## config.mk

```make
export PLATFORM = sky130hd
export DESIGN_NAME = bfps_sequencer
export DESIGN_NICKNAME = d
export VERILOG_FILES = /design/src/bfps_pkg.sv /design/src/bfps_sequencer.sv
export SDC_FILE = /design/constraint.sdc
export NUM_CORES = 1
export LEC_CHECK = 0
export ABC_AREA = 1
export BUFFER_PORTS_ARGS = -buffer_cell sky130_fd_sc_hd__buf_2
export CAP_MARGIN = 20
export CORE_MARGIN = 5
export CORE_UTILIZATION = 50
export CTS_BUF_LIST = sky130_fd_sc_hd__clkbuf_16
export CTS_CLUSTER_SIZE = 8
export DETAILED_ROUTE_END_ITERATION = 7
export PLACE_DENSITY = 0.67
export SLEW_MARGIN = 20
export SYNTH_ARGS = -nofsm -noshare
export SYNTH_HDL_FRONTEND = slang
export SYNTH_SLANG_ARGS = --single-unit
```

## constraint.sdc

```tcl
create_clock -name clock -period 3.2 [get_ports clock]
set_input_delay 0 -clock clock [delete_from_list [all_inputs] [get_ports clock]]
set_output_delay 0 -clock clock [all_outputs]
set_load 0.01 [all_outputs]
```

## src/bfps_pkg.sv

```systemverilog
// package of constants for the buck fault protection sequencer
package bfps_pkg;
  // ----------------------------------------
  // channel counts
  // ----------------------------------------
  localparam int BFPS_SW_CHANNELS = 3;
  localparam int BFPS_ALL_OUTPUTS = 4;
  // ----------------------------------------
  // timing
  // ----------------------------------------
  localparam int BFPS_CLOCK_HZ = 50000000;
  localparam int BFPS_SOFT_START_US = 1700;
  localparam int BFPS_SOFT_START_CYCLES = BFPS_SOFT_START_US * (BFPS_CLOCK_HZ / 1000000);
  localparam int BFPS_OC_CONSECUTIVE = 2;
  localparam int BFPS_HICCUP_PASSES = 4;
  localparam int BFPS_OV_MODULATE_CYCLES = 2;
  // ----------------------------------------
  // levels and reset values
  // ----------------------------------------
  localparam int BFPS_OV_LEVEL_PERCENT = 118;
  localparam int BFPS_OT_TRIP_CELSIUS = 150;
  localparam int BFPS_OT_RESUME_CELSIUS = 130;
  localparam logic BFPS_POWER_GOOD_OUT_RESET = 1'h0;
  // ----------------------------------------
  // sequencer states
  // ----------------------------------------
  typedef enum logic [2:0] {
    BFPS_OFF,
    BFPS_SOFT_START,
    BFPS_RUN,
    BFPS_HICCUP,
    BFPS_THERMAL
  } bfps_state_type;
endpackage

```

## src/bfps_sequencer.sv

```systemverilog
// fault protection sequencer for a multi-channel synchronous buck controller
`timescale 1ns/1ps
// Contract
// - persistent overload drops power good, starts hiccup
// - lockout holds reset, shuts device down
// - all channels disabled during lockout
// - power good driven low during lockout
// - per-cycle lower switch overcurrent compare
// - two consecutive overcurrents: gates off, soft-start
// - hiccup passes soft-start four times first
// - hiccup repeats while overcurrent persists
// - overcurrent detection armed during soft-start
// - overvoltage flagged above 118 percent
// - overvoltage: upper off, lower modulates two cycles
// - persistent overvoltage: lower held on
// - shut down at 150 C indication
// - resume below 130 C via soft-start
// - fixed soft-start duration of 1.7 ms
// - power good after soft-start and regulation
module bfps_sequencer
  import bfps_pkg::*;
#(
  parameter int SOFT_START_CYCLES = BFPS_SOFT_START_CYCLES,
  parameter int SW_CHANNELS = BFPS_SW_CHANNELS
) (
  input wire logic clock,
  input wire logic rstn,
  input wire logic supply_lockout,
  input wire logic [SW_CHANNELS-1:0] switching_cycle_tick,
  input wire logic [SW_CHANNELS-1:0] overcurrent_compare,
  input wire logic [SW_CHANNELS-1:0] overvoltage_compare,
  input wire logic over_temp_trip,
  input wire logic over_temp_cool,
  input wire logic [BFPS_ALL_OUTPUTS-1:0] output_in_regulation,
  input wire logic [SW_CHANNELS-1:0] pwm_request,
  output logic [SW_CHANNELS-1:0] upper_gate,
  output logic [SW_CHANNELS-1:0] lower_gate,
  output logic linear_enable,
  output logic soft_start_active,
  output logic power_good_out
);
  // ----------------------------------------
  // elaboration checks
  // ----------------------------------------
  localparam int SS_W = $clog2(SOFT_START_CYCLES + 1);
  // refused while building, so a bad count never reaches the timer logic
  if (SOFT_START_CYCLES < 1) begin : g_bad_soft_start
    $error("soft start count must be at least one");
  end
  if (SW_CHANNELS < 1) begin : g_bad_channels
    $error("at least one switching channel needed");
  end

  // ----------------------------------------
  // input synchronisers
  // ----------------------------------------
  localparam int SYNC_W = 1 + 3 * SW_CHANNELS + 2 + BFPS_ALL_OUTPUTS;
  // lockout bit is the top one; it leaves reset asserted
  localparam logic [SYNC_W-1:0] SYNC_RESET = {1'b1, {(SYNC_W-1){1'b0}}};
  logic [SYNC_W-1:0] sync1_reg;
  logic [SYNC_W-1:0] sync2_reg;
  logic [SYNC_W-1:0] sync1_next;
  logic [SYNC_W-1:0] sync2_next;
  logic lockout_s;
  logic [SW_CHANNELS-1:0] tick_s;
  logic [SW_CHANNELS-1:0] oc_s;
  logic [SW_CHANNELS-1:0] ov_s;
  logic ot_trip_s;
  logic ot_cool_s;
  logic [BFPS_ALL_OUTPUTS-1:0] in_reg_s;

  // first stage is read only by the second stage
  always_comb begin
    sync1_next = {supply_lockout, switching_cycle_tick, overcurrent_compare,
                  overvoltage_compare, over_temp_trip, over_temp_cool,
                  output_in_regulation};
    sync2_next = sync1_reg;
  end

  // lockout syncs to asserted so the block starts disabled
  always_ff @(posedge clock) begin
    if (!rstn) begin
      sync1_reg <= SYNC_RESET;
      sync2_reg <= SYNC_RESET;
    end else begin
      sync1_reg <= sync1_next;
      sync2_reg <= sync2_next;
    end
  end

  assign {lockout_s, tick_s, oc_s, ov_s, ot_trip_s, ot_cool_s, in_reg_s} = sync2_reg;

  // ----------------------------------------
  // tick edge detection
  // ----------------------------------------
  logic [SW_CHANNELS-1:0] tick_d_reg;
  logic [SW_CHANNELS-1:0] tick_d_next;
  logic [SW_CHANNELS-1:0] cycle_end;

  // one pulse per switching cycle at the rising tick edge
  always_comb begin
    tick_d_next = tick_s;
    cycle_end = tick_s & ~tick_d_reg;
  end

  always_ff @(posedge clock) begin
    if (!rstn) begin
      tick_d_reg <= '0;
    end else begin
      tick_d_reg <= tick_d_next;
    end
  end

  // ----------------------------------------
  // per-channel overcurrent and overvoltage
  // ----------------------------------------
  logic [SW_CHANNELS-1:0][1:0] oc_count_reg;
  logic [SW_CHANNELS-1:0][1:0] oc_count_next;
  logic [SW_CHANNELS-1:0][1:0] ov_count_reg;
  logic [SW_CHANNELS-1:0][1:0] ov_count_next;
  logic [SW_CHANNELS-1:0] oc_trip;
  logic [SW_CHANNELS-1:0] ov_clamp;
  logic [SW_CHANNELS-1:0] ov_modulate;
  logic channels_off;

  // overcurrent compare sampled at each cycle end; count clean cycles as resets
  always_comb begin
    for (int i = 0; i < SW_CHANNELS; i++) begin
      oc_count_next[i] = oc_count_reg[i];
      ov_count_next[i] = ov_count_reg[i];
      oc_trip[i] = 1'b0;
      if (channels_off) begin
        oc_count_next[i] = 2'h0;
      end else if (cycle_end[i]) begin
        if (oc_s[i]) begin
          if (oc_count_reg[i] == 2'(BFPS_OC_CONSECUTIVE - 1)) begin
            oc_trip[i] = 1'b1;
            oc_count_next[i] = 2'h0;
          end else begin
            oc_count_next[i] = oc_count_reg[i] + 2'h1;
          end
        end else begin
          oc_count_next[i] = 2'h0;
        end
      end
      // overvoltage: count modulated cycles, saturate at the clamp point
      if (!ov_s[i] || channels_off) begin
        ov_count_next[i] = 2'h0;
      end else if (cycle_end[i] && ov_count_reg[i] != 2'(BFPS_OV_MODULATE_CYCLES)) begin
        ov_count_next[i] = ov_count_reg[i] + 2'h1;
      end
      ov_modulate[i] = ov_s[i] && ov_count_reg[i] != 2'(BFPS_OV_MODULATE_CYCLES);
      ov_clamp[i] = ov_s[i] && ov_count_reg[i] == 2'(BFPS_OV_MODULATE_CYCLES);
    end
  end

  always_ff @(posedge clock) begin
    if (!rstn) begin
      oc_count_reg <= '0;
      ov_count_reg <= '0;
    end else begin
      oc_count_reg <= oc_count_next;
      ov_count_reg <= ov_count_next;
    end
  end

  // ----------------------------------------
  // sequencer
  // ----------------------------------------
  bfps_state_type state_reg;
  bfps_state_type state_next;
  logic [SS_W-1:0] ss_count_reg;
  logic [SS_W-1:0] ss_count_next;
  logic [2:0] pass_reg;
  logic [2:0] pass_next;
  logic oc_seen_reg;
  logic oc_seen_next;
  logic power_good_out_reg;
  logic power_good_out_next;
  logic ss_done;

  assign ss_done = ss_count_reg == SS_W'(SOFT_START_CYCLES - 1);

  // lockout and thermal override everything; hiccup reuses the soft-start timer
  always_comb begin
    state_next = state_reg;
    ss_count_next = ss_count_reg;
    pass_next = pass_reg;
    oc_seen_next = oc_seen_reg;
    power_good_out_next = 1'b0;
    if (lockout_s) begin
      state_next = BFPS_OFF;
      ss_count_next = '0;
      pass_next = 3'h0;
    end else if (ot_trip_s) begin
      state_next = BFPS_THERMAL;
      ss_count_next = '0;
      pass_next = 3'h0;
    end else begin
      case (state_reg)
        BFPS_OFF: begin
          state_next = BFPS_SOFT_START;
          ss_count_next = '0;
        end
        BFPS_SOFT_START: begin
          if (|oc_trip) begin
            state_next = BFPS_HICCUP;
            ss_count_next = '0;
            pass_next = 3'h0;
            oc_seen_next = 1'b0;
          end else if (ss_done) begin
            state_next = BFPS_RUN;
          end else begin
            ss_count_next = ss_count_reg + SS_W'(1);
          end
        end
        BFPS_RUN: begin
          if (|oc_trip) begin
            state_next = BFPS_HICCUP;
            ss_count_next = '0;
            pass_next = 3'h0;
            oc_seen_next = 1'b0;
          end else begin
            power_good_out_next = &in_reg_s;
          end
        end
        BFPS_HICCUP: begin
          if (|oc_s) begin
            oc_seen_next = 1'b1; // persistence seen while gates are off
          end
          if (ss_done) begin
            ss_count_next = '0;
            if (pass_reg == 3'(BFPS_HICCUP_PASSES - 1)) begin
              pass_next = 3'h0;
              oc_seen_next = 1'b0;
              if (!(oc_seen_reg || (|oc_s))) begin
                state_next = BFPS_SOFT_START;
              end // else another four passes
            end else begin
              pass_next = pass_reg + 3'h1;
            end
          end else begin
            ss_count_next = ss_count_reg + SS_W'(1);
          end
        end
        BFPS_THERMAL: begin
          if (ot_cool_s) begin
            state_next = BFPS_SOFT_START;
            ss_count_next = '0;
          end
        end
        default: begin
          state_next = BFPS_OFF;
        end
      endcase
    end
  end

  always_ff @(posedge clock) begin
    if (!rstn) begin
      state_reg <= BFPS_OFF;
      ss_count_reg <= '0;
      pass_reg <= 3'h0;
      oc_seen_reg <= 1'b0;
      power_good_out_reg <= BFPS_POWER_GOOD_OUT_RESET;
    end else begin
      state_reg <= state_next;
      ss_count_reg <= ss_count_next;
      pass_reg <= pass_next;
      oc_seen_reg <= oc_seen_next;
      power_good_out_reg <= power_good_out_next;
    end
  end

  // ----------------------------------------
  // gate drive outputs
  // ----------------------------------------
  logic [SW_CHANNELS-1:0] upper_next;
  logic [SW_CHANNELS-1:0] lower_next;
  logic [SW_CHANNELS-1:0] upper_reg;
  logic [SW_CHANNELS-1:0] lower_reg;
  logic linear_reg;
  logic linear_next;

  // both gates low whenever the sequencer is not switching
  assign channels_off = lockout_s || state_reg == BFPS_OFF ||
                        state_reg == BFPS_HICCUP || state_reg == BFPS_THERMAL;

  // one register stage; a simultaneous high on both gates is never produced
  always_comb begin
    linear_next = !channels_off;
    for (int i = 0; i < SW_CHANNELS; i++) begin
      if (channels_off) begin
        upper_next[i] = 1'b0;
        lower_next[i] = 1'b0;
      end else if (ov_clamp[i]) begin
        upper_next[i] = 1'b0;
        lower_next[i] = 1'b1;
      end else if (ov_modulate[i]) begin
        upper_next[i] = 1'b0;
        lower_next[i] = !pwm_request[i];
      end else begin
        upper_next[i] = pwm_request[i];
        lower_next[i] = !pwm_request[i];
      end
    end
  end

  always_ff @(posedge clock) begin
    if (!rstn) begin
      upper_reg <= '0;
      lower_reg <= '0;
      linear_reg <= 1'b0;
    end else begin
      upper_reg <= upper_next;
      lower_reg <= lower_next;
      linear_reg <= linear_next;
    end
  end

  assign upper_gate = upper_reg;
  assign lower_gate = lower_reg;
  assign linear_enable = linear_reg;
  assign soft_start_active = state_reg == BFPS_SOFT_START || state_reg == BFPS_HICCUP;
  assign power_good_out = power_good_out_reg;
endmodule // bfps_sequencer

```

==> flow_summary_export.csv, run 1 <==
group,metric,value,unit
timing,fin_crit,2.11,ns
timing,grt_setup_unrepaired,"no",
synthesis,yosysSeqAreaShare,0.449,
placed_design,placed_area,3740,sq um
worst_hold_path,hold_path.class,"in -> reg",
clock_tree,cts.sinks,79,
clock_tree,cts_setup_buffers,0,
die,rows,30,
grt,gr-total-overflow,0,
synthesis,syn_inst,490,
clock_tree,cts_resized,0,
routing,ant_nets,0,
routing,post_drt_wl_per_cell,10.8,um
power,power.switching,0.000426,W
synthesis,ys_types,36,
cells_and_area,drive_gt1_frac,0.154,
power,power.leakage,2.12,nW
power,vdd_drop_max,0.458,mV
setup_path,worstPathBufferInverterCount,1,
clock_tree,cts_made_buffers,9,
clock_tree,cts_buffer_depth,2,
routing,routed_wl,6900,um
job,cap_violations,0,
cells_and_area,largest_reg_flops,17,
power,power.density,490,nW/um^2
clock_tree,cts_tree,"yes",
routing,vias_per_cell,4.62,
cells_and_area,utilization,0.617,
timing,setup_tns,0,ns
routing,firstDrtPassIters,4,
routing,route.vias.total,2956,
power,clockPowerShare,0.474,
synthesis,synth.top_cell.area_share,0.449,
clock_tree,h-tree-depth,3,
cells_and_area,fillerInstances,646,
synthesis,syn-cell-area,3530,sq um
synthesis,ys_top_cells_by_area,"dfxtp_1, nand2_1, inv_1, nor2_1, nand3_1",
die,io_pins,30,
synthesis,synthArstFlopShare,0,
outcome,outcome,"finished clean",
synthesis,yosysWarnings,0,
synthesis,syn_nets,516,
setup_path,arrival,2.33,ns
synthesis,synth_edf_count,0,
timing,tightest_slew,0.785,ns
setup_path,path_delay_family,"simple AND/OR/NAND/NOR gates",
timing,fin_skew,0.00343,ns
setup_path,cp-end-kind,"flip-flop",
setup_path,crit_fanout,20,
timing,timing.fmax,474,MHz
setup_path,crit_chain,"inv_1 -> nor2_1 -> nand3_1 -> nand3_1 -> nand2_2 -> nand2_2 -> nand3_4 -> nor2_4 -> and2_1 -> nor2_1",
clock_tree,clk_pin_slew,0.06,ns
setup_path,crit_required,3.42,ns
grt,grt_max_degree,37,
timing,setup_violations,0,
clock_tree,clk_root_buffer_cell,"clkbuf_16",
cells_and_area,final_area,4220,sq um
die,die_y,94.0,um
power,p_int,0.00164,W
die,start_util,0.516,
placed_design,place_hpwl,4920,um
setup_path,crit_slowest_cell,"nor2_4",
setup_path,path_class,"reg -> reg",
synthesis,netlist_top_cells_count,"nand2_1, inv_1, dfxtp_1",
timing,finalHoldViolations,0,
synthesis,synth.most_common_cell,"nand2_1",
die,die_x,94.0,um
synthesis,synth_ff_type,"dfxtp_1",
routing,drtIter0Drc,116,
setup_path,cp_slowest_stage_delay,0.40,ns
grt,antenna_found_initial,0,
die,core,6830,sq um
power,switching_share,0.206,
cells_and_area,antenna_cells,0,
synthesis,ys_ff_latch,79,
timing,fin_crit_sh,0.660,
cells_and_area,nets,566,
timing,report.final.slew_viol_count,0,
placed_design,port_buffers,29,
grt,grt_pass1_wl,12100,um
die,dieArea,8830,sq um
setup_path,crit_path_start_kind,"flip-flop",
synthesis,syn_area_per_cell,7.20,sq um
synthesis,synth_top_area_cell,"dfxtp_1",
routing,drc,0,
placed_design,gp_congestion,0.808,
timing,slew_headroom,0.475,
power,comb_power_share,0.036,
power,p_seq_frac,0.490,
grt,grt_pass1_vias,2750,
clock_tree,worstSkewPairLatency,0.33,ns
grt,gr-usage-all-layers,0.173,
cells_and_area,area_growth,19.6,%
per-stage QoR:
stage	power, W	hold slack (ns)	std cells	setup WS [ns]
5_1_grt	0.00216	0.176	640	0.785
6_report	0.00207	0.155	640	1.09
3_5_place_dp	0.00109	0.183	606	1.04
4_1_cts	0.00208	0.154	640	1.09
3_3_place_gp	0.00109	0.181	606	1.07
2_1_floorplan	0.00107	0.0976	490	1.60
layout make-up:
cell class                      instances  area, sq um  share of cell area
Sequential cell                        79         1580               0.375
Multi-Input combinational cell        308         1540               0.364
Inverter                               93          350              0.0831
Timing Repair Buffer                   49          343              0.0813
Clock buffer                            9          225              0.0534
Tap cell                               96          120              0.0285
Clock inverter                          6         61.3              0.0145
power groups by stage:
stage / registers [W] / logic (W) / clock network, W
3_5_place_dp: 0.00103 / 0.0000566 / 0
4_1_cts: 0.00101 / 0.0000745 / 0.000993
6_report: 0.00101 / 0.0000745 / 0.000979
3_3_place_gp: 0.00103 / 0.0000554 / 0
2_1_floorplan: 0.00103 / 0.0000376 / 0
5_1_grt: 0.00101 / 0.0000863 / 0.00106
cell usage in the layout, fill, tap and decap left out, drive strengths merged:
| cell type | count |
|---|---|
| nand2 | 134 |
| inv | 92 |
| dfxtp | 79 |
| nor2 | 62 |
| nand3 | 32 |
| buf | 30 |
| dlygate4sd3 | 19 |
| o21ai | 19 |
| a21oi | 16 |
| clkbuf | 9 |
| xor2 | 8 |
| nor3 | 8 |
| nand4 | 7 |
| or2 | 7 |
| clkinv | 6 |
| ha | 5 |
| nand3b | 3 |
| o22ai | 3 |
| a31oi | 2 |
| and2 | 1 |
| o21bai | 1 |
| bufinv | 1 |
layer usage:
metal / part of all wire / vias up / GRT usage
met5: 0 / - / 0
met4: 0.015 / 0 / 0.0686
met3: 0.031 / 9 / 0.0272
met2: 0.47 / 44 / 0.284
met1: 0.48 / 1308 / 0.227
li1: - / 1595 / -
kinds of logic (layout without fill, tap and decap cells):
kind of cell / after synthesis / in the layout / synth area share
adders and majority gates: 5 / 5 / 0.0177
AOI/OAI and AO/OA: 41 / 41 / 0.0660
and+or+nand+nor: 254 / 254 / 0.332
DFF: 79 / 79 / 0.449
buffers and inverters: 103 / 157 / 0.116
xor gates and xnor gates: 8 / 8 / 0.0199
worst paths after layout:
path	from	to	slack, ns	cells past startpoint
setup / recovery	sync2_reg[12]	ss_count_reg[1]	1.09	10
hold / removal	rstn	sync1_reg[11]	0.15	4
setup reg to reg	sync2_reg[12]	ss_count_reg[1]	1.09	10
hold reg to reg	sync2_reg[7]	upper_gate[1]	0.41	1
worst register-to-register path, stage by stage, from the launching register on:
cell and delay (ns):
dfxtp_1 0.33, inv_1 0.04, nor2_1 0.25, nand3_1 0.14, nand3_1 0.12, nand2_2 0.18
nand2_2 0.16, nand3_4 0.13, nor2_4 0.40, and2_1 0.21, nor2_1 0.04
what timing repair did:
item,4_1_cts,5_1_grt
endpoints found under the hold margin,22,0
hold buffers,19,0
setup endpoints to repair,0,0
No activity file was read; power rests on OpenSTA's default activity.
==> run 2: changes to the inputs <==
==> constraint.sdc (replaced) <==
create_clock -name clock -period 2.1 [get_ports clock]
set_input_delay 0 -clock clock [delete_from_list [all_inputs] [get_ports clock]]
set_output_delay 0 -clock clock [all_outputs]
set_load 0.01 [all_outputs]
==> run 2 against run 1 <==
Setup slack lost 0.83 ns. First-iteration DRC count grew 67%. Routed wire length grew 3.1%. Via count grew 0.44%. Largest cell class unchanged. Final cell count grew 1.1%.
==> flow_summary_export.csv, run 2 (synthesis results as in run 1) <==
group,metric,value,unit
grt,antenna_found_initial,0,
setup_path,cp_slowest_stage_delay,0.33,ns
clock_tree,hold_buffers,19,
routing,ant_nets,0,
clock_tree,cts_setup_buffers,0,
grt,gr-usage-all-layers,0.179,
routing,firstDrtPassIters,4,
power,power.density,762,nW/um^2
placed_design,placed_area,3800,sq um
routing,routed_wl,7110,um
timing,fin_crit,1.84,ns
timing,slew_headroom,0.664,
setup_path,crit_fanout,15,
setup_path,crit_slowest_cell,"dfxtp_1",
die,die_x,94.0,um
die,core,6830,sq um
setup_path,path_class,"reg -> reg",
clock_tree,cts_buffer_depth,2,
setup_path,crit_required,2.33,ns
die,io_pins,30,
setup_path,arrival,2.07,ns
cells_and_area,mostFrequentLayoutCell,"nand2_1",
placed_design,place_hpwl,5040,um
placed_design,gp_congestion,0.849,
clock_tree,worstSkewPairLatency,0.33,ns
placed_design,port_buffers,29,
cells_and_area,area_growth,22.0,%
timing,tightest_slew,0.503,ns
timing,fin_skew,0.00544,ns
timing,grt_setup_unrepaired,"no",
clock_tree,h-tree-depth,3,
routing,vias_per_cell,4.59,
cells_and_area,final_area,4300,sq um
routing,route.vias.total,2969,
clock_tree,cts.sinks,79,
timing,fin_crit_sh,0.878,
timing,report.final.slew_viol_count,0,
worst_hold_path,hold_path.class,"in -> reg",
grt,gr-total-overflow,0,
setup_path,worstPathBufferInverterCount,2,
cells_and_area,largest_reg_flops,17,
cells_and_area,fillerInstances,637,
setup_path,rrSetupSlack,0.26,ns
clock_tree,cts_resized,0,
timing,finalHoldViolations,0,
timing,setup_tns,0,ns
die,start_util,0.516,
grt,grt_pass1_vias,2799,
setup_path,crit_chain,"inv_1 -> nor2_1 -> nand3_1 -> nand3_1 -> nand2_2 -> nand2_2 -> nand3_4 -> nor2_4 -> buf_12 -> nand2_1 -> nand2_1 -> nor2_1",
power,power.leakage,2.17,nW
die,die_y,94.0,um
grt,grt_pass1_wl,12400,um
routing,post_drt_wl_per_cell,11.0,um
clock_tree,clk_root_buffer_cell,"clkbuf_16",
timing,timing.fmax,542,MHz
setup_path,cp-end-kind,"flip-flop",
setup_path,path_delay_family,"simple AND/OR/NAND/NOR gates",
power,vdd_drop_max,0.552,mV
cells_and_area,nets,572,
timing,setup_violations,0,
routing,drc,0,
clock_tree,clk_pin_slew,0.06,ns
die,rows,30,
setup_path,crit_path_start_kind,"flip-flop",
grt,grt_max_degree,23,
cells_and_area,antenna_cells,0,
cells_and_area,drive_gt1_frac,0.163,
job,cap_violations,0,
die,dieArea,8830,sq um
clock_tree,cts_made_buffers,9,
clock_tree,cts_tree,"yes",
routing,drtIter0Drc,194,
outcome,outcome,"finished clean",
cells_and_area,final_cell_mix,"nand2_1, inv_1, dfxtp_1, nor2_1, nand3_1",
-- run 2: worst min-delay path, stage by stage --
cell     delay [ns]
buf_2          0.19
nand2_1        0.08
inv_1          0.03
-- run 2: area by class of cell --
class / count / area [sq um] / share of cell area
flip-flops and latches: 79 / 1580 / 0.368
well taps: 96 / 120 / 0.0279
inverters: 93 / 350 / 0.0814
clock buffers: 9 / 225 / 0.0524
multi-input cells: 308 / 1540 / 0.357
repair buffers: 55 / 400 / 0.0931
clock inverters: 7 / 88.8 / 0.0207
-- run 2: through the flow --
step / instances / utilization / setup WS (ns) / power (W) / hold slack, ns
4_1_cts: 647 / 0.630 / 0.225 / 0.00331 / 0.0129
2_1_floorplan: 490 / - / 0.505 / 0.00163 / 0.0976
6_report: 647 / 0.630 / 0.256 / 0.00328 / 0.0148
3_3_place_gp: 612 / 0.556 / 0.288 / 0.00166 / 0.182
3_5_place_dp: 612 / 0.556 / 0.246 / 0.00166 / 0.184
5_1_grt: 647 / 0.630 / 0.0350 / 0.00341 / 0.0339
-- run 2: worst paths after layout --
check,depth (start not counted),from,endpoint
worst min-delay path,3,rstn,sync2_reg[2]
worst max-delay path,12,sync2_reg[13],ss_count_reg[13]
worst min register to register,2,sync1_reg[8],sync2_reg[8]
worst max register to register,12,sync2_reg[13],ss_count_reg[13]
-- run 2: power breakdown --
group | leakage, nW | switching (W) | internal (W)
clock | 0.158 | 0.000587 | 0.00103
sequential | 0.644 | 0.0000108 | 0.00153
combinational | 1.37 | 0.0000578 | 0.0000587
-- run 2: metal layers --
| layer | track usage | wire length [um] |
|---|---|---|
| met5 | 0 | 0 |
| met4 | 0.0614 | 111 |
| met3 | 0.0425 | 319 |
| met2 | 0.306 | 3440 |
| met1 | 0.218 | 3240 |
==> run 3: changes to the inputs <==
--- a/config.mk
+++ b/config.mk
@@ -10,9 +10,10 @@
 export CAP_MARGIN = 20
 export CORE_MARGIN = 5
 export CORE_UTILIZATION = 50
-export CTS_BUF_LIST = sky130_fd_sc_hd__clkbuf_16
+export CTS_BUF_LIST = sky130_fd_sc_hd__clkbuf_8
 export CTS_CLUSTER_SIZE = 8
 export DETAILED_ROUTE_END_ITERATION = 7
+export HOLD_SLACK_MARGIN = 0.05
 export PLACE_DENSITY = 0.67
 export SLEW_MARGIN = 20
 export SYNTH_ARGS = -nofsm -noshare
==> run 3 against run 2 <==
Combinational power up 10%. Final area is 0.73% lower. Final cell count rose by 1.1%. Global-route usage is 0.30 points higher. Critical path type unchanged.
==> flow_summary_export.csv, run 3 (synthesis results as in run 1) <==
group,metric,value,unit
routing,drtIter0Drc,203,
setup_path,crit_chain,"inv_1 -> nor2_1 -> nand3_1 -> nand3_1 -> nand2_2 -> nand2_2 -> nand3_4 -> nor2_4 -> buf_12 -> nand2_1 -> nand2_1 -> nor2_1",
grt,grt_pass1_vias,2828,
timing,grt_setup_unrepaired,"no",
clock_tree,clk_root_buffer_cell,"clkbuf_8",
power,power.switching,0.000612,W
power,power.density,672,nW/um^2
setup_path,crit_required,2.35,ns
power,clockPowerShare,0.419,
cells_and_area,area_growth,21.1,%
placed_design,place_hpwl,5040,um
setup_path,arrival,2.10,ns
worst_hold_path,min_from,"supply_lockout",
timing,finalHoldViolations,0,
timing,report.final.slew_viol_count,0,
timing,hold_ws,0.366,ns
power,p_int,0.00226,W
worst_hold_path,hold_path.class,"in -> reg",
setup_path,rrSetupSlack,0.25,ns
setup_path,r2r-start,"sync2_reg[13]",
power,vdd_drop_max,0.509,mV
die,dieArea,8830,sq um
routing,routed_wl,7190,um
job,cap_violations,0,
grt,gr-usage-all-layers,0.182,
cells_and_area,mostFrequentLayoutCell,"nand2_1",
die,rows,30,
power,switching_share,0.213,
grt,grt_pass1_wl,12600,um
timing,slew_headroom,0.675,
clock_tree,h-tree-depth,3,
setup_path,cp-end-kind,"flip-flop",
cells_and_area,antenna_cells,0,
cells_and_area,fillerInstances,638,
timing,fin_crit_sh,0.881,
timing,fin_crit,1.85,ns
grt,gr-total-overflow,0,
clock_tree,clk_pin_slew,0.08,ns
cells_and_area,largest_reg_flops,17,
placed_design,port_buffers,29,
power,finalPower,0.00287,W
routing,firstDrtPassIters,4,
power,power.leakage,2.14,nW
clock_tree,cts_resized,0,
clock_tree,cts.sinks,79,
clock_tree,cts_tree,"yes",
grt,grt_max_degree,23,
worst_hold_path,whs_endpoint,"sync1_reg[15]",
placed_design,gp_congestion,0.849,
cells_and_area,final_area,4270,sq um
timing,timing.fmax,540,MHz
setup_path,crit_slowest_cell,"dfxtp_1",
cells_and_area,utilization,0.625,
power,p_seq_frac,0.536,
die,io_pins,30,
placed_design,placed_area,3800,sq um
cells_and_area,drive_gt1_frac,0.161,
routing,route.vias.total,2975,
timing,setup_violations,0,
clock_tree,cts_made_buffers,9,
cells_and_area,final_cell_mix,"nand2_1, inv_1, dfxtp_1, nor2_1, nand3_1",
routing,post_drt_wl_per_cell,11.0,um
routing,ant_nets,0,
timing,tightest_slew,0.486,ns
setup_path,crit_fanout,15,
die,die_y,94.0,um
outcome,outcome,"finished clean",
clock_tree,worstSkewPairLatency,0.35,ns
setup_path,crit_path_start_kind,"flip-flop",
die,core,6830,sq um
routing,drc,0,
grt,antenna_found_initial,0,
setup_path,cp_slowest_stage_delay,0.34,ns
timing,fin_skew,0.00739,ns
setup_path,reg2reg_to,"ss_count_reg[13]",
timing,setup_tns,0,ns
cells_and_area,nets,579,
setup_path,path_class,"reg -> reg",
power,comb_power_share,0.045,
die,die_x,94.0,um
die,start_util,0.516,
worst_hold_path,min_path_cells,3,
clock_tree,cts_buffer_depth,2,
routing,vias_per_cell,4.55,
setup_path,rr_worst_depth,12,
clock_tree,cts_setup_buffers,0,
-- run 3: cell types whose count changed in the layout (fill, tap and decap cells not counted) --
cell / previous run / this run
clkbuf_16: 9 / 0
clkbuf_8: 0 / 9
dlygate4sd3_1: 19 / 26
-- run 3: per-stage QoR --
step / setup WS (ns) / cells
finish: 0.249 / 654
global route: 0.0302 / 654
CTS: 0.224 / 654
detailed placement: 0.246 / 612
global placement: 0.288 / 612
floorplan: 0.505 / 490
-- run 3: worst max-delay path: cells and delay by family, from the launching register on --
family | cells | cell delay, ns
buf+inv | 2 | 0.21
flops | 1 | 0.34
simple gates | 10 | 1.19
-- run 3: power by group through the flow --
stage / sequential (W) / combinational, W / clock, W
5_1_grt: 0.00154 / 0.000147 / 0.00131
2_1_floorplan: 0.00157 / 0.0000573 / 0
6_report: 0.00154 / 0.000128 / 0.00120
3_5_place_dp: 0.00157 / 0.0000890 / 0
4_1_cts: 0.00154 / 0.000126 / 0.00124
3_3_place_gp: 0.00157 / 0.0000871 / 0
-- run 3: layer usage --
metal | GRT usage | vias up | wire length, um
met5 | 0 | - | 0
met4 | 0.0758 | 0 | 116
met2 | 0.309 | 49 | 3470
li1 | - | 1621 | -
met3 | 0.0369 | 10 | 283
met1 | 0.223 | 1295 | 3320
-- run 3: how the worst max path moves through the flow --
stage	from	endpoint	slack, ns	depth (start not counted)
CTS	sync2_reg[13]	ss_count_reg[13]	0.22	12
floorplan	ss_count_reg[0]	ss_count_reg[1]	0.50	11
global placement	sync2_reg[13]	ss_count_reg[2]	0.29	12
detailed placement	sync2_reg[13]	ss_count_reg[15]	0.25	12
global route	sync2_reg[13]	ss_count_reg[15]	0.03	12
finish	sync2_reg[13]	ss_count_reg[13]	0.25	12
-- run 3: repair_timing --
| action | CTS | global route |
|---|---|---|
| endpoints found under the setup margin | 0 | 0 |
| hold buffers | 26 | 0 |
| hold endpoints to repair | 28 | 0 |
-- run 3: layout make-up --
class / count / area [sq um] / share of cell area
multi-input cells: 308 / 1540 / 0.360
flip-flops and latches: 79 / 1580 / 0.370
well taps: 96 / 120 / 0.0281
clock inverters: 7 / 88.8 / 0.0208
repair buffers: 62 / 470 / 0.110
clock buffers: 9 / 124 / 0.0290
inverters: 93 / 350 / 0.0820
